[src/wdog_regs_pkg.sv]
// Purpose: Shared constants and types of the watchdog register interface
// Assumes: AXI4-Lite access, 32-bit data, register index times four
// Notes:   Offsets are register indices; the byte address is index * 4
package wdog_regs_pkg;

	// ==========================================================
	// Register map
	// ==========================================================
	localparam int          ADDR_W_MIN    = 16;
	localparam int          IDX_SHIFT     = 2;
	localparam int          IDX_W         = 12;
	localparam logic [11:0] IDX_CTRL      = 12'hff0; // Control / status
	localparam logic [11:0] IDX_UPPER     = 12'hff1;
	localparam logic [11:0] IDX_HIGH      = 12'hff2;
	localparam logic [11:0] IDX_LOW       = 12'hff3;
	localparam logic [11:0] IDX_ISTAT     = 12'hff6;
	localparam logic [11:0] IDX_IMASK     = 12'hff7;
	// Ranges that must stay without any register behind them
	localparam logic [11:0] RSV_LO_FIRST  = 12'hfe0;
	localparam logic [11:0] RSV_LO_LAST   = 12'hfef;
	localparam logic [11:0] RSV_HI_FIRST  = 12'hff4;
	localparam logic [11:0] RSV_HI_LAST   = 12'hff5;

	// ==========================================================
	// Field layout and reset values
	// ==========================================================
	localparam int          COUNT_W       = 24;
	localparam int          CAUSE_LSB     = 4;
	// Byte 2 is the upper byte, byte 0 the low byte
	localparam logic [2:0][7:0] RELOAD_RST = {8'h00, 8'h04, 8'h00};
	localparam logic [3:0]  CAUSE_RSV     = 4'h0;
	localparam int          EV_W          = 4;
	localparam int          EV_WDOG       = 0; // Watchdog reset flag rose
	localparam int          EV_RELOAD     = 1; // Reload byte written
	localparam int          EV_UNLOCK     = 2; // Control register written
	localparam int          EV_BADADDR    = 3; // Unmapped access
	localparam logic [3:0]  EV_RST        = 4'h0;
	localparam logic [1:0]  RESP_OKAY     = 2'h0;
	localparam logic [1:0]  RESP_DECERR   = 2'h3;

	// ==========================================================
	// Types
	// ==========================================================
	typedef enum logic [2:0] {
		SEL_CTRL,
		SEL_UPPER,
		SEL_HIGH,
		SEL_LOW,
		SEL_ISTAT,
		SEL_IMASK,
		SEL_NONE
	} reg_sel_t;

	typedef enum logic {
		WR_COLLECT,
		WR_RESP
	} wr_state_t;

	typedef enum logic {
		RD_IDLE,
		RD_RESP
	} rd_state_t;

	typedef struct packed {
		logic power_on;
		logic stop_recovery;
		logic watchdog_reset_flag;
		logic external_pin_reset_flag;
	} cause_t;

	typedef struct packed {
		reg_sel_t   sel;
		logic [7:0] data;
		logic       lane0;
	} wr_req_t;

	// Index to register selection
	function automatic reg_sel_t decode_idx(input logic [11:0] idx);
		reg_sel_t s;
		s = SEL_NONE;
		if (idx == IDX_CTRL) s = SEL_CTRL;
		if (idx == IDX_UPPER) s = SEL_UPPER;
		if (idx == IDX_HIGH) s = SEL_HIGH;
		if (idx == IDX_LOW) s = SEL_LOW;
		if (idx == IDX_ISTAT) s = SEL_ISTAT;
		if (idx == IDX_IMASK) s = SEL_IMASK;
		return s;
	endfunction : decode_idx

endpackage : wdog_regs_pkg

[src/wdog_reg_if.sv]
// Purpose: AXI4-Lite register slave of the watchdog timer
// Assumes: Counter and reset-cause logic live outside, same clock
// Notes:   Rules are tagged at the logic that keeps them
// Operation
// Control address reads return reset-cause status
// Control register write-only, one unlock field
// Reload byte reads return live count byte
// Reload byte writes set matching reload byte
// Reload bytes upper, high, low at rising addresses
// Status flags bits 7..4, bits 3..0 zero
// Reserved ranges around watchdog map stay unmapped
//
// The AXI4-Lite interface to the registers was left to the implementer.
`timescale 1ns/1ps

module wdog_reg_if
	import wdog_regs_pkg::*;
#(
	parameter int ADDR_W = 16
)(
	// Clock and reset
	input  wire logic                CLOCK,
	input  wire logic                RST,
	// AXI4-Lite write address and data
	input  wire logic [ADDR_W-1:0]   AWADDR,
	input  wire logic                AWVALID,
	output logic                     AWREADY,
	input  wire logic [31:0]         WDATA,
	input  wire logic [3:0]          WSTRB,
	input  wire logic                WVALID,
	output logic                     WREADY,
	// AXI4-Lite write response
	output logic [1:0]               BRESP,
	output logic                     BVALID,
	input  wire logic                BREADY,
	// AXI4-Lite read
	input  wire logic [ADDR_W-1:0]   ARADDR,
	input  wire logic                ARVALID,
	output logic                     ARREADY,
	output logic [31:0]              RDATA,
	output logic [1:0]               RRESP,
	output logic                     RVALID,
	input  wire logic                RREADY,
	// Watchdog core side
	input  wire logic [COUNT_W-1:0]  WATCHDOG_COUNT,
	input  wire cause_t              RESET_CAUSE,
	output logic [COUNT_W-1:0]       RELOAD,
	output logic [7:0]               UNLOCK_DATA,
	output logic                     UNLOCK_STROBE,
	// Interrupt
	output logic                     IRQ
);

	// ==========================================================
	// Elaboration checks
	// ==========================================================
	if (ADDR_W < ADDR_W_MIN)
	begin : g_bad_addr_w
		$error("ADDR_W too narrow for the register map");
	end

	// ==========================================================
	// Address decoding
	// ==========================================================
	// Any address bit above the index field makes the access unmapped
	function automatic reg_sel_t sel_of(input logic [ADDR_W-1:0] a);
		logic [ADDR_W-IDX_SHIFT-1:0] ix;
		ix = a[ADDR_W-1:IDX_SHIFT];
		if (ix[ADDR_W-IDX_SHIFT-1:IDX_W] != '0)
			return SEL_NONE;
		return decode_idx(ix[IDX_W-1:0]);
	endfunction : sel_of
	function automatic logic rsv_hit(input logic [ADDR_W-1:0] a);
		logic [IDX_W-1:0] ix;
		ix = a[IDX_SHIFT +: IDX_W];
		return (ix >= RSV_LO_FIRST && ix <= RSV_LO_LAST) ||
			(ix >= RSV_HI_FIRST && ix <= RSV_HI_LAST);
	endfunction : rsv_hit

	// ==========================================================
	// State
	// ==========================================================
	wr_state_t                  wr_state_q;
	wr_req_t                    wr_q;
	logic                       aw_have_q, w_have_q, awready_q, wready_q;
	logic                       bvalid_q, arready_q, rvalid_q, unlock_stb_q;
	logic [1:0]                 bresp_q, rresp_q;
	rd_state_t                  rd_state_q;
	reg_sel_t                   rd_sel_q, ar_sel;
	logic [31:0]                rdata_q;
	logic [2:0][7:0]            reload_q;
	logic [7:0]                 unlock_data_q;
	cause_t                     cause_q;
	logic [EV_W-1:0]            status_q, status_d, mask_q, events, w1c;
	logic                       irq_q, do_write, ar_take;
	assign do_write = (wr_state_q == WR_COLLECT) && aw_have_q && w_have_q;
	assign ar_take  = ARVALID && arready_q;
	assign ar_sel   = sel_of(ARADDR);

	// ==========================================================
	// Write channel
	// ==========================================================
	// Address and data are taken in either order, then one response
	always_ff @(posedge CLOCK)
	begin
		if (RST)
		begin
			wr_state_q <= WR_COLLECT;
			aw_have_q  <= 1'b0;
			w_have_q   <= 1'b0;
			awready_q  <= 1'b1;
			wready_q   <= 1'b1;
			bvalid_q   <= 1'b0;
			bresp_q    <= RESP_OKAY;
			wr_q       <= '{sel: SEL_NONE, data: 8'h00, lane0: 1'b0};
		end
		else
		begin
			unique case (wr_state_q)
				WR_COLLECT:
				begin
					if (AWVALID && awready_q)
					begin
						wr_q.sel  <= sel_of(AWADDR);
						aw_have_q <= 1'b1;
						awready_q <= 1'b0;
					end
					if (WVALID && wready_q)
					begin
						wr_q.data  <= WDATA[7:0]; // Upper lanes ignored
						wr_q.lane0 <= WSTRB[0];
						w_have_q   <= 1'b1;
						wready_q   <= 1'b0;
					end
					if (do_write)
					begin
						bvalid_q   <= 1'b1;
						bresp_q    <= (wr_q.sel == SEL_NONE) ?
							RESP_DECERR : RESP_OKAY;
						wr_state_q <= WR_RESP;
					end
				end
				WR_RESP:
				begin
					if (BREADY)
					begin
						bvalid_q   <= 1'b0;
						aw_have_q  <= 1'b0;
						w_have_q   <= 1'b0;
						awready_q  <= 1'b1;
						wready_q   <= 1'b1;
						wr_state_q <= WR_COLLECT;
					end
				end
			endcase
		end
	end

	// ==========================================================
	// Read channel
	// ==========================================================
	// Data is sampled at the address handshake, so a count read
	// shows the counter as it stood on that very edge
	always_ff @(posedge CLOCK)
	begin
		if (RST)
		begin
			rd_state_q <= RD_IDLE;
			arready_q  <= 1'b1;
			rvalid_q   <= 1'b0;
			rdata_q    <= 32'h0000_0000;
			rresp_q    <= RESP_OKAY;
			rd_sel_q   <= SEL_NONE;
		end
		else
		begin
			unique case (rd_state_q)
				RD_IDLE:
				begin
					if (ar_take)
					begin
						arready_q  <= 1'b0;
						rvalid_q   <= 1'b1;
						rd_sel_q   <= ar_sel;
						rd_state_q <= RD_RESP;
						rresp_q    <= (ar_sel == SEL_NONE) ?
							RESP_DECERR : RESP_OKAY;
						unique case (ar_sel)
							SEL_CTRL:
								rdata_q <= {24'h00_0000, cause_q,
									CAUSE_RSV};
							SEL_UPPER:
								rdata_q <= {24'h00_0000,
									WATCHDOG_COUNT[23:16]};
							SEL_HIGH:
								rdata_q <= {24'h00_0000,
									WATCHDOG_COUNT[15:8]};
							SEL_LOW:
								rdata_q <= {24'h00_0000,
									WATCHDOG_COUNT[7:0]};
							SEL_ISTAT:
								rdata_q <= {28'h000_0000, status_q};
							SEL_IMASK:
								rdata_q <= {28'h000_0000, mask_q};
							SEL_NONE:
								rdata_q <= 32'h0000_0000;
						endcase
					end
				end
				RD_RESP:
				begin
					if (RREADY)
					begin
						rvalid_q   <= 1'b0;
						arready_q  <= 1'b1;
						rd_state_q <= RD_IDLE;
					end
				end
			endcase
		end
	end

	// ==========================================================
	// Reload bytes and unlock strobe
	// ==========================================================
	// One byte register per reload byte, all fed from lane 0, upper byte in reload_q[2] at lowest register index
	for (genvar b = 0; b < 3; b++)
	begin : g_reload
		localparam reg_sel_t BSEL = (b == 2) ? SEL_UPPER :
			(b == 1) ? SEL_HIGH : SEL_LOW;
		always_ff @(posedge CLOCK)
		begin
			if (RST)
				reload_q[b] <= RELOAD_RST[b];
			else if (do_write && wr_q.lane0 && wr_q.sel == BSEL)
				reload_q[b] <= wr_q.data;
		end
	end
	// Control writes store nothing; the unlock byte is only passed on
	always_ff @(posedge CLOCK)
	begin
		if (RST)
		begin
			unlock_stb_q  <= 1'b0;
			unlock_data_q <= 8'h00;
		end
		else
		begin
			unlock_stb_q <= do_write && wr_q.lane0 &&
				wr_q.sel == SEL_CTRL;
			if (do_write && wr_q.lane0 && wr_q.sel == SEL_CTRL)
				unlock_data_q <= wr_q.data;
		end
	end

	// ==========================================================
	// Reset cause and interrupts
	// ==========================================================
	// Cause flags follow the reset logic; software cannot write them
	always_ff @(posedge CLOCK)
		cause_q <= RST ? cause_t'(4'h0) : RESET_CAUSE;

	always_comb
	begin
		events = '0;
		events[EV_WDOG]    = RESET_CAUSE.watchdog_reset_flag &&
			!cause_q.watchdog_reset_flag;
		events[EV_RELOAD]  = do_write && wr_q.lane0 &&
			(wr_q.sel == SEL_UPPER || wr_q.sel == SEL_HIGH ||
			wr_q.sel == SEL_LOW);
		events[EV_UNLOCK]  = do_write && wr_q.lane0 &&
			wr_q.sel == SEL_CTRL;
		events[EV_BADADDR] = (do_write && wr_q.sel == SEL_NONE) ||
			(ar_take && ar_sel == SEL_NONE);
		w1c = '0;
		if (do_write && wr_q.lane0 && wr_q.sel == SEL_ISTAT)
			w1c = wr_q.data[EV_W-1:0];
		// A new event beats a clear in the same cycle
		status_d = (status_q & ~w1c) | events;
	end

	always_ff @(posedge CLOCK)
	begin
		if (RST)
		begin
			status_q <= EV_RST;
			mask_q   <= EV_RST;
			irq_q    <= 1'b0;
		end
		else
		begin
			status_q <= status_d;
			if (do_write && wr_q.lane0 && wr_q.sel == SEL_IMASK)
				mask_q <= wr_q.data[EV_W-1:0];
			irq_q <= |(status_q & mask_q);
		end
	end

	// ==========================================================
	// Outputs
	// ==========================================================
	assign AWREADY       = awready_q;
	assign WREADY        = wready_q;
	assign BVALID        = bvalid_q;
	assign BRESP         = bresp_q;
	assign ARREADY       = arready_q;
	assign RVALID        = rvalid_q;
	assign RDATA         = rdata_q;
	assign RRESP         = rresp_q;
	assign RELOAD        = reload_q;
	assign UNLOCK_DATA   = unlock_data_q;
	assign UNLOCK_STROBE = unlock_stb_q;
	assign IRQ           = irq_q;

	// ==========================================================
	// Assertions
	// ==========================================================
	// Helpers give $past plain signals to look at
	logic [7:0]  count_upper, wr_data;
	logic [15:0] reload_low16;
	logic        pend;
	assign count_upper  = WATCHDOG_COUNT[23:16];
	assign wr_data      = wr_q.data;
	assign reload_low16 = reload_q[1:0];
	assign pend         = |(status_q & mask_q);
endmodule : wdog_reg_if

[config.mk]
export PLATFORM = sky130hd
export DESIGN_NAME = wdog_reg_if
export DESIGN_NICKNAME = d
export VERILOG_FILES = /design/src/wdog_regs_pkg.sv /design/src/wdog_reg_if.sv
export SDC_FILE = /design/constraint.sdc
export NUM_CORES = 1
export LEC_CHECK = 0
export BUFFER_PORTS_ARGS = -buffer_cell sky130_fd_sc_hd__buf_2
export CORE_MARGIN = 5
export CORE_UTILIZATION = 35
export CTS_BUF_LIST = sky130_fd_sc_hd__clkbuf_4
export DETAILED_ROUTE_END_ITERATION = 8
export PLACE_DENSITY = 0.61
export SLEW_MARGIN = 20
export SYNTH_ARGS = -nofsm -noshare
export SYNTH_HDL_FRONTEND = slang
export SYNTH_SLANG_ARGS = --single-unit
[constraint.sdc]
create_clock -name CLOCK -period 2.6 [get_ports CLOCK]
set_clock_uncertainty 0.05 [all_clocks]
set_input_delay 0.52 -clock CLOCK [delete_from_list [all_inputs] [get_ports CLOCK]]
set_output_delay 0.52 -clock CLOCK [all_outputs]
set_load 0.01 [all_outputs]
# Word level (Yosys, flattened, before mapping)
# Index checks and enable logic that the tools add are counted.
# totals
in_bits,103
reg_bits,103
out_inout_bits,75
word_cells,145
# classes
mux,49
reduce_logical,33
n_eq_ne,30
n_bitwise,6
# op_table
op,count
case mux 32 bit (7 select lines),1
"equality test 12 bit, second input constant",12
two-way mux 3 bit,16
two-way mux 1 bit,20
"equality test 3 bit, second input constant",6
case mux 1 bit (2 select lines),9
logical AND 1 bit,16
AND reduction 2 bit,8
"equality test 3 x 2 -> 1 bit, second input constant",4
AND 4 bit,2
"!= test 2 bit, second input constant",4
"equality test 3 x 1 -> 1 bit, second input constant",2
zero test 3 bit,2
two-way mux 2 bit,2
two-way mux 4 bit,1
"!= test 2 x 1 -> 1 bit, second input constant",2
inverter 4 bit,1
OR 4 bit,1
nonzero test 2 bit,2
OR reduction 4 bit,1
logical OR 1 bit,3
inverter 1 bit,2
zero test 1 bit,1

# Longest topological paths before layout
# Gate-level depths: netlist (run 1).
# logic_depth
word_depth,12
mapped_depth,6
ltp_nobuf,4

# Worst setup path before layout (run 1)
# OpenSTA, ideal clock, no wires.
# synth_path
kind,input-to-reg
from,input port ARADDR[2]
to,"register rdata_q[0], in the netlist RDATA[0]"
path_slack_ns,0.777
setup_ns,0.125
required_ns,2.425
arrival_ns,1.648
path_buffers,2
cell_stages,5
cell_sequence,buf_2 clkbuf_1 mux2_2 a221oi_1 nor3_1
# synth_between
elab_chain_cells,10
elab_cells_between_ends,21
cone_classes,eq/ne: 12; mux: 8; reduce/logical: 1
# synth_lines
item,line_no,source
from (decl),wdog_reg_if.sv:37,"input wire logic [ADDR_W-1:0] ARADDR,"
equality test 12 bit,wdog_regs_pkg.sv:81,if (idx == IDX_CTRL) s = SEL_CTRL;
two-way mux 3 bit,wdog_regs_pkg.sv:81,
two-way mux 3 bit,wdog_regs_pkg.sv:82,if (idx == IDX_UPPER) s = SEL_UPPER;
two-way mux 3 bit,wdog_regs_pkg.sv:83,if (idx == IDX_HIGH) s = SEL_HIGH;
two-way mux 3 bit,wdog_regs_pkg.sv:84,if (idx == IDX_LOW) s = SEL_LOW;
two-way mux 3 bit,wdog_regs_pkg.sv:85,if (idx == IDX_ISTAT) s = SEL_ISTAT;
two-way mux 3 bit (*),wdog_regs_pkg.sv:86,if (idx == IDX_IMASK) s = SEL_IMASK;
two-way mux 3 bit (*),wdog_reg_if.sv:71,return decode_idx(ix[IDX_W-1:0]);
"equality test 3 bit, or another cell as far along",wdog_reg_if.sv:188,unique case (ar_sel)
case mux 32 bit (7 select lines) (*),wdog_reg_if.sv:188,
to (signal assigned),wdog_reg_if.sv:190,"rdata_q <= {24'h00_0000, cause_q,"
to (signal assigned),wdog_reg_if.sv:193,"rdata_q <= {24'h00_0000,"
to (signal assigned),wdog_reg_if.sv:196,"rdata_q <= {24'h00_0000,"
to (decl),wdog_reg_if.sv:90,logic [31:0] rdata_q;
# Mark *: on every way between the ends. The rest lies on a longest branch, timed or not. The select of a mux whose other input is x is not followed.
# A chain may end at the register's enable or synchronous reset.

# Worst setup path in the final report (run 1)
# layout_path
from,"register wready_q, in the netlist WREADY"
to,output port WREADY
# layout_lines
item,line_no,source
from (decl),wdog_reg_if.sv:85,"logic aw_have_q, w_have_q, awready_q, wready_q;"
from (signal assigned),wdog_reg_if.sv:112,wready_q <= 1'b1;
from (signal assigned),wdog_reg_if.sv:133,wready_q <= 1'b0;
from (signal assigned),wdog_reg_if.sv:151,wready_q <= 1'b1;
to (decl),wdog_reg_if.sv:31,"output logic WREADY,"
# No word-level cell between the ends.

==> results.sh, run 1 <==
export IMPL_max_slew_margin=0.5372
export IMPL_synth_top_area_cell="dfxtp_1"
export IMPL_route_detailed_wl_per_inst_um=13.73
export IMPL_grt_pass1_wl_um=13050
export IMPL_syn_inst=364
export IMPL_netlist_area_sq_um=3443
export IMPL_slowest_stage="dfxtp_1"
export IMPL_via_per_inst=4.613
export IMPL_dp_hpwl_um=6417
export IMPL_cts_sinks=77
export IMPL_rsz0062_at_grt="false"
export IMPL_grt_max_degree=41
export IMPL_crit_required_ns=2.03
export IMPL_crit_chain="buf_2"
export IMPL_drt_initial_drc_count=136
export IMPL_clk_latency_ns=0.43
export IMPL_ys_types=46
export IMPL_ys_ff_latch=77
export IMPL_synth_area_leaders="dfxtp_1 45%, mux2i_1 10%, buf_4 5.9%"
export IMPL_globalRoute_totalOverflow=0
export IMPL_hold_viol=0
export IMPL_placementRows=36
export IMPL_crit_path_start_kind="flop"
export IMPL_drtAntennaViolNets=0
export IMPL_cpPeakStageDelay_ns=0.58
export IMPL_cp_data_arrival_time_ns=1.23
export IMPL_die_y_um=109.2
export IMPL_final_cell_area_sq_um=4248
export IMPL_grt_usage=0.1414
export IMPL_grt_pass1_vias=2735
export IMPL_hp_class="input pin to flop"
export IMPL_p_leak_nw=1.871
export IMPL_core_sq_um=9684
export IMPL_fmax_mhz=556.7
export IMPL_drt_wl_total_um=8483
export IMPL_place_congestion=0.7889
export IMPL_drive_gt1_frac=0.3368
export IMPL_crit_fanout=12
export IMPL_crit_type="flop to output pin"
export IMPL_finalSetupViolCount=0
export IMPL_postSynth_asyncResetShare=0
export IMPL_yosysWarnings=0
export IMPL_postSynthAreaPerCell_sq_um=9.460
export IMPL_period_needed_ns=1.796
export IMPL_antenna_found_initial=1
export IMPL_synth_top_area_share=0.4477
export IMPL_period_share=0.6909
export IMPL_h_tree_depth=3
export IMPL_synth_flop_cell="dfxtp_1"
export IMPL_numCtsBuffers=9
export IMPL_dieArea_sq_um=11920
export IMPL_setup_tns_ns=0
export IMPL_final_max_slew_viol_count=0
export IMPL_dieWidth_um=109.2
export IMPL_total_power_mw=2.310
export IMPL_dpl_instance_area_sq_um=4080
export IMPL_fin_util=0.4386
export IMPL_io_pins=178
export IMPL_ctsHoldBuffers=0
export IMPL_post_cts_setup_buffers=0
export IMPL_route_detailed_drc=0
export IMPL_port_buffers=122
export IMPL_cts_tree="yes"
export IMPL_crit_family="flip-flops"
export IMPL_path_buf_inv=1
export IMPL_yosysSeqAreaShare=0.4477
export IMPL_synth_edf_count=0
export IMPL_outcome="completed"
export IMPL_clk_path_buf_depth=2
export IMPL_clkTransAtPathRegs_ns=0.14
export IMPL_pre_cts_ws_ns=0.6342
export IMPL_nNetsFinal=582
export IMPL_vdd_ir_drop_max_mv=0.2736
export IMPL_cts_resized_gates=0
export IMPL_fin_ws_ns=0.8035
export IMPL_start_util=0.3556
export IMPL_power_density_nw_per_um2=543.7
export IMPL_layout_common_cells="122 x buf_2, 77 x dfxtp_1, 48 x nor2_1"
export IMPL_final_common_cell="buf_2"
export IMPL_cp_end_kind="output pin"
export IMPL_cap_violations=0
export IMPL_worst_pin_slew_ns=0.6942
export IMPL_area_delta_synth_final_pct=23.36
export IMPL_root_buffer="clkbuf_4"
export IMPL_num_vias=2851
export IMPL_dr_pass1_iters=4
-- metal layers --
layer	up-vias	track usage	share of wire
met3	15	0.03375	0.052
met2	77	0.2224	0.48
li1	1466	-	-
met4	0	0.06857	0.023
met1	1293	0.1820	0.45
met5	-	0	0
-- through the flow --
step	hold slack [ns]	cells
after detailed placement	0.3996	601
after floorplan	0.4107	387
final	0.2522	618
after global placement	0.3982	601
after global routing	0.2298	618
after CTS	0.2153	617
-- flip-flops by register name (all words and copies together), names as in the netlist --
signal and cells:
RELOAD 24, RDATA 8, UNLOCK_DATA 8, wr_data 8, cause_q 4, mask_q 4
status_q 4, wr_q 4, ARREADY 1, AWREADY 1, BRESP 1, BVALID 1
IRQ 1, RRESP 1, RVALID 1, UNLOCK_STROBE 1, WREADY 1, aw_have_q 1
rd_state_q 1, w_have_q 1, wr_state_q 1
-- final timing paths --
check            startpoint          to  slack, ns  cells after the start
max                  WREADY      WREADY       0.80                      1
min reg2reg          RVALID      RVALID       0.42                      2
min          RESET_CAUSE[0]  cause_q[0]       0.25                      2
max reg2reg      wr_state_q   RELOAD[6]       0.82                      4
-- layout make-up --
class | instances | area [sq um]
Tap cell | 133 | 166.4
Clock inverter | 7 | 97.59
Antenna cell | 1 | 2.502
Timing Repair Buffer | 129 | 663.1
Sequential cell | 77 | 1541
Clock buffer | 9 | 67.56
Multi-Input combinational cell | 260 | 1702
Fill cell | 995 | 5436
Inverter | 2 | 7.507
-- Yosys cell counts, types with 2 or more instances --
master / count
a21oi_1: 25
a221oi_1: 3
a22o_1: 3
a22oi_1: 3
and3b_1: 2
buf_1: 2
buf_2: 3
buf_4: 27
clkbuf_1: 16
dfxtp_1: 77
inv_1: 2
mux2_2: 6
mux2i_1: 36
mux4_2: 4
nand2_1: 24
nand2b_1: 8
nand3_1: 16
nand3b_1: 5
nand4b_1: 3
nand4bb_1: 2
nor2_1: 48
nor2b_1: 11
nor3_1: 3
nor4_1: 2
nor4_4: 2
o21a_1: 2
o21ai_0: 7
o21bai_1: 3
or2_2: 2
-- power by group --
group	internal (mW)	total (mW)	switching, mW
clock network	0.393	0.830	0.437
registers	1.21	1.25	0.0377
logic	0.108	0.230	0.122
-- cells by family (layout without fill, tap and decap cells) --
family | count (synthesis) | count (layout) | synth area share
other cells | 1 | 25 | 0.001089
flops | 77 | 77 | 0.4477
simple gates | 134 | 134 | 0.2137
mux | 46 | 46 | 0.1504
compound gates | 56 | 56 | 0.1021
buf+inv | 50 | 147 | 0.08503
Note: power is estimated with default switching activity, not from simulation.
==> inputs of run 2 (changes only) <==
--- a/config.mk
+++ b/config.mk
@@ -5,12 +5,13 @@
 export SDC_FILE = /design/constraint.sdc
 export NUM_CORES = 1
 export LEC_CHECK = 0
+export ABC_AREA = 1
 export BUFFER_PORTS_ARGS = -buffer_cell sky130_fd_sc_hd__buf_2
 export CORE_MARGIN = 5
 export CORE_UTILIZATION = 35
 export CTS_BUF_LIST = sky130_fd_sc_hd__clkbuf_4
 export DETAILED_ROUTE_END_ITERATION = 8
-export PLACE_DENSITY = 0.61
+export PLACE_DENSITY = 0.6
 export SLEW_MARGIN = 20
 export SYNTH_ARGS = -nofsm -noshare
 export SYNTH_HDL_FRONTEND = slang
==> constraint.sdc (replaced) <==
create_clock -name CLOCK -period 1.8 [get_ports CLOCK]
set_clock_uncertainty 0.05 [all_clocks]
set_input_delay 0.36 -clock CLOCK [delete_from_list [all_inputs] [get_ports CLOCK]]
set_output_delay 0.36 -clock CLOCK [all_outputs]
set_load 0.01 [all_outputs]
==> run 2 against run 1 <==
Global-route usage rose by 0.83 points; first-iteration DRC count rose by 37%; clock power rose by 42%; clock-buffer cell count rose by 1; setup slack got worse by 0.60 ns; critical path depth rose by 6; largest cell class unchanged; non-clock buffer count rose by 8; power rose by 46%.
==> results.sh, run 2 <==
export IMPL_numCtsBuffers=9
export IMPL_crit_path_start_kind="flop"
export IMPL_synth_common_cells="77 x dfxtp_1, 75 x nor2_1, 55 x inv_1, 55 x nand2_1, 45 x a21oi_1"
export IMPL_diodes=0
export IMPL_root_buffer="clkbuf_4"
export IMPL_cts_resized_gates=0
export IMPL_fin_hold_ws_ns=0.1125
export IMPL_cp_data_arrival_time_ns=1.90
export IMPL_cts_sinks=77
export IMPL_port_buffers=122
export IMPL_drtAntennaViolNets=0
export IMPL_finalSetupViolCount=0
export IMPL_route_detailed_wl_per_inst_um=12.79
export IMPL_num_vias=3437
export IMPL_cp_startpoint="wr_q[10]"
export IMPL_yosysMostFrequentCell="dfxtp_1"
export IMPL_crit_chain="inv_1 -> nand2_1 -> nor2_1 -> nand2_1 -> inv_1 -> o21ai_0 -> a21oi_1"
export IMPL_min_path_cells=3
export IMPL_cp_end_kind="flop"
export IMPL_outcome="completed"
export IMPL_setup_tns_ns=0
export IMPL_netlist_area_sq_um=3682
export IMPL_synth_top_area_share=0.4186
export IMPL_crit_fanout=16
export IMPL_h_tree_depth=3
export IMPL_reg2reg_depth=7
export IMPL_drive_gt1_frac=0.3205
export IMPL_r2r_setup_slack_ns=0.20
export IMPL_dieArea_sq_um=12670
export IMPL_grt_usage=0.1497
export IMPL_dpl_instance_area_sq_um=4422
export IMPL_via_per_inst=4.540
export IMPL_ys_types=37
export IMPL_area_delta_synth_final_pct=24.43
export IMPL_rr_endpoint="UNLOCK_DATA[1]"
export IMPL_clkTransAtPathRegs_ns=0.13
export IMPL_p_leak_nw=2.263
export IMPL_nNetsFinal=720
export IMPL_drt_wl_total_um=9684
export IMPL_min_delay_start="RESET_CAUSE[3]"
export IMPL_dr_pass1_iters=5
export IMPL_yosysWarnings=0
export IMPL_drt_initial_drc_count=186
export IMPL_dp_hpwl_um=7436
export IMPL_hold_viol=0
export IMPL_fin_ws_ns=0.1995
export IMPL_cts_tree="yes"
export IMPL_synth_area_leaders="dfxtp_1 42%, nor2_1 7.6%, a21oi_1 6.1%"
export IMPL_crit_required_ns=2.10
export IMPL_postSynth_asyncResetShare=0
export IMPL_io_pins=178
export IMPL_whs_endpoint="cause_q[3]"
export IMPL_clk_latency_ns=0.40
export IMPL_ctsHoldBuffers=0
export IMPL_route_detailed_drc=0
export IMPL_crit_type="flop to flop"
export IMPL_clk_path_buf_depth=2
export IMPL_cpPeakStageDelay_ns=0.39
export IMPL_power_density_nw_per_um2=736.0
export IMPL_postSynthAreaPerCell_sq_um=7.577
export IMPL_r2r_start="wr_q[10]"
export IMPL_core_sq_um=10280
export IMPL_slowest_stage="dfxtp_1"
export IMPL_die_y_um=112.6
export IMPL_globalRoute_totalOverflow=0
export IMPL_synth_top_area_cell="dfxtp_1"
export IMPL_start_util=0.3583
export IMPL_place_congestion=0.8455
export IMPL_grt_pass1_wl_um=15770
export IMPL_period_share=0.8892
export IMPL_vdd_ir_drop_max_mv=0.3976
export IMPL_total_power_mw=3.372
export IMPL_hp_class="input pin to flop"
export IMPL_dieWidth_um=112.6
export IMPL_final_common_cell="buf_2"
export IMPL_grt_pass1_vias=3356
export IMPL_largest_register_ffs=24
export IMPL_placementRows=37
export IMPL_fmax_mhz=624.8
export IMPL_final_cell_area_sq_um=4582
export IMPL_antenna_found_initial=0
export IMPL_cap_violations=0
export IMPL_synth_flop_cell="dfxtp_1"
export IMPL_synth_edf_count=0
export IMPL_syn_inst=486
export IMPL_layout_common_cells="122 x buf_2, 77 x dfxtp_1, 75 x nor2_1"
export IMPL_ys_ff_latch=77
export IMPL_grt_max_degree=34
export IMPL_period_needed_ns=1.601
export IMPL_yosysSeqAreaShare=0.4186
export IMPL_pre_cts_ws_ns=-0.06930
export IMPL_rsz0062_at_grt="true"
export IMPL_post_cts_setup_buffers=0
export IMPL_final_max_slew_viol_count=0
## run 2: cell types whose count changed in the layout (fill, tap and decap cells not counted), moves of 27 or more
| cell | change |
|---|---|
| o21ai_0 | +29 |
| nor2_1 | +27 |
| inv_1 | +53 |
| nand2_1 | +31 |
| mux2i_1 | -36 |
## run 2: layer usage
metal  global-route usage  vias to the layer above  wire length, um
li1                     -                     1803                -
met1               0.1909                     1516             4446
met2               0.2476                      116             4465
met3              0.05229                        2              746
met4              0.02644                        0               24
met5                    0                        -                0
## run 2: layout make-up
class	instances	area [sq um]
fillers	1092	5695
multi-input cells	325	1699
flip-flops and latches	77	1541
repair buffers	137	748.2
inverters	67	262.8
well taps	136	170.2
clock inverters	5	85.08
clock buffers	10	75.07
## run 2: worst max-delay path by stage
| stage | endpoint | slack, ns | cells after the start |
|---|---|---|---|
| 2_1_floorplan | RDATA[4] | 0.16 | 15 |
| 3_3_place_gp | RDATA[0] | -0.02 | 14 |
| 6_report | UNLOCK_DATA[1] | 0.20 | 7 |
| 5_1_grt | UNLOCK_DATA[2] | -0.04 | 7 |
| 3_5_place_dp | RDATA[0] | -0.07 | 14 |
| 4_1_cts | UNLOCK_DATA[1] | 0.20 | 8 |
## run 2: critical path, delay by kind of cell, from the launching register on
kind	cells	cell delay, ns
simple gates	3	0.35
flops	1	0.39
buf+inv	2	0.49
compound gates	2	0.26
## run 2: kinds of logic after synthesis
family	share of synthesized area
compound gates	0.1713
other cells	0.001018
simple gates	0.2657
flops	0.4186
buf+inv	0.1434
## run 2: metrics by stage
stage | util | std cells
floorplan | - | 509
global placement | 0.4302 | 742
detailed placement | 0.4302 | 742
CTS | 0.4458 | 757
global route | 0.4458 | 757
finish | 0.4458 | 757
## run 2: report_power, final
group	switching (mW)	total [mW]	internal, mW
sequential	0.0311	1.79	1.76
clock	0.602	1.18	0.579
combinational	0.259	0.398	0.139
==> inputs of run 3 (changes only) <==
==> constraint.sdc (replaced) <==
create_clock -name CLOCK -period 1.5 [get_ports CLOCK]
set_clock_uncertainty 0.05 [all_clocks]
set_input_delay 0.3 -clock CLOCK [delete_from_list [all_inputs] [get_ports CLOCK]]
set_output_delay 0.3 -clock CLOCK [all_outputs]
set_load 0.01 [all_outputs]
==> run 3 against run 2 <==
The flow now finishes with violations (setup timing); worst hold slack lost 0.079 ns; critical path depth grew 3; maximum frequency grew 4.7%; first-iteration DRC count shrank 1.6%; register-to-register slack lost 0.23 ns; via count grew 5.7%; sequential share of layout area shrank 2.3 points; setup slack lost 0.23 ns; sequential cell count is the same; utilization grew 3.3 points; critical endpoint is now RELOAD[19]; highest routed layer unchanged.
==> results.sh, run 3 (synthesized netlist as in run 2, its figures left out) <==
export IMPL_io_pins=178
export IMPL_area_delta_synth_final_pct=33.61
export IMPL_nFillCells=1038
export IMPL_drt_wl_total_um=10160
export IMPL_dieWidth_um=112.6
export IMPL_whs_endpoint="cause_q[2]"
export IMPL_grtUsageMet3=0.05283
export IMPL_hp_class="input pin to flop"
export IMPL_violations="setup timing"
export IMPL_r2r_start="aw_have_q"
export IMPL_crit_chain="nand2_2 -> nor2_4 -> inv_2 -> nor2_4 -> inv_4 -> nor4_4 -> buf_4 -> buf_12 -> nor2_1 -> a211oi_1"
export IMPL_drtAntennaViolNets=0
export IMPL_dp_hpwl_um=7699
export IMPL_total_power_mw=4.000
export IMPL_period_share=1.019
export IMPL_dr_pass1_iters=4
export IMPL_clk_latency_ns=0.42
export IMPL_vdd_ir_drop_max_mv=0.7609
export IMPL_busiest_layer="met2"
export IMPL_drt_initial_drc_count=183
export IMPL_clkTransAtPathRegs_ns=0.14
export IMPL_grt_usage=0.1552
export IMPL_rsz0062_at_grt="true"
export IMPL_r2r_setup_slack_ns=-0.03
export IMPL_outcome="finished with violations"
export IMPL_route_detailed_wl_per_inst_um=12.95
export IMPL_clk_path_buf_depth=2
export IMPL_port_buffers=122
export IMPL_largest_register_ffs=24
export IMPL_num_vias=3634
export IMPL_h_tree_depth=3
export IMPL_critPathMostFrequentCell="nor2_4"
export IMPL_crit_required_ns=1.80
export IMPL_cpPeakStageDelay_ns=0.36
export IMPL_grt_pass1_vias=3582
export IMPL_finalSetupViolCount=7
export IMPL_p_leak_nw=2.421
export IMPL_use_met2=0.2611
export IMPL_route_detailed_drc=0
export IMPL_layout_cells_non_filler=784
export IMPL_nNetsFinal=746
export IMPL_fin_ws_ns=-0.02900
export IMPL_cp_end_kind="flop"
export IMPL_cp_startpoint="aw_have_q"
export IMPL_power_density_nw_per_um2=813.0
export IMPL_final_common_cell="buf_2"
export IMPL_die_y_um=112.6
export IMPL_dieArea_sq_um=12670
export IMPL_hold_viol=0
export IMPL_cts_sinks=77
export IMPL_period_needed_ns=1.529
export IMPL_cts_tree="yes"
export IMPL_slowest_stage="dfxtp_2"
export IMPL_core_sq_um=10280
export IMPL_via_per_inst=4.635
export IMPL_globalRoute_totalOverflow=0
export IMPL_place_congestion=0.8983
export IMPL_drive_gt1_frac=0.3750
export IMPL_grt_max_degree=39
export IMPL_min_path_cells=3
export IMPL_rr_endpoint="RELOAD[19]"
export IMPL_setup_tns_ns=-0.1170
export IMPL_cap_violations=0
export IMPL_reg2reg_depth=10
export IMPL_cp_data_arrival_time_ns=1.83
export IMPL_diodes=0
export IMPL_layout_common_cells="122 x buf_2, 75 x dfxtp_1, 73 x nor2_1"
export IMPL_numCtsBuffers=9
export IMPL_root_buffer="clkbuf_4"
export IMPL_fmax_mhz=654.0
export IMPL_crit_path_start_kind="flop"
export IMPL_placementRows=37
export IMPL_grt_pass1_wl_um=16440
export IMPL_crit_fanout=8
export IMPL_crit_type="flop to flop"
export IMPL_start_util=0.3583
export IMPL_met1_usage=0.1926
export IMPL_min_delay_start="RESET_CAUSE[2]"
export IMPL_numPlacedInstances=757
export IMPL_final_max_slew_viol_count=0
export IMPL_antenna_found_initial=0
run 3: final cells by class:
type / count / area (sq um) / area share
multi-input combinational: 325 / 1783 / 0.3624
tap: 136 / 170.2 / 0.03459
clock buffer: 9 / 67.56 / 0.01373
sequential: 77 / 1544 / 0.3138
clock inverter: 7 / 78.83 / 0.01602
inverter: 67 / 270.3 / 0.05493
timing repair buffer: 163 / 1006 / 0.2045
run 3: per-layer routing:
layer / up-vias / share of wire
met2: 130 / 0.48
met5: - / 0
met1: 1635 / 0.44
met3: 12 / 0.075
li1: 1857 / -
met4: 0 / 0.010
run 3: worst max-delay path by stage:
stage,end,slack (ns),depth (start not counted)
finish,RELOAD[19],-0.03,10
global route,RELOAD[20],-0.1,10
CTS,mask_q[1],-0.008,9
detailed placement,RDATA[6],-0.32,16
global placement,RDATA[4],-0.24,16
floorplan,RDATA[4],-0.07,15
run 3: repair_timing:
action | in CTS | in global routing
pin swaps | 1 | 2
hold buffers | 0 | 0
gates resized for setup | 14 | 17
cloned | 0 | 1
setup endpoints to repair | 21 | 33
buffers inserted | 6 | 4
run 3: worst max-delay path, delay by kind of cell (launching register included):
kind	cells	cell delay (ns)
AOI/OAI and AO/OA	1	0.17
buffers and inverters	4	0.43
DFF	1	0.36
and+or+nand+nor	5	0.44
run 3: through the flow:
step	util	worst slack [ns]	hold slack [ns]	cell area, sq um
floorplan	-	-0.07024	0.3570	3807
global placement	0.4486	-0.2448	0.4010	4611
detailed placement	0.4486	-0.3218	0.4088	4611
CTS	0.4703	-0.007789	0.007130	4833
global route	0.4787	-0.09875	0.005834	4920
finish	0.4787	-0.02900	0.03378	4920
run 3: power by group:
part | leakage (nW) | switching (mW) | internal (mW)
clock | 0.0769 | 0.782 | 0.531
sequential | 0.627 | 0.0369 | 2.12
combinational | 1.72 | 0.337 | 0.197
total | 2.42 | 1.16 | 2.84
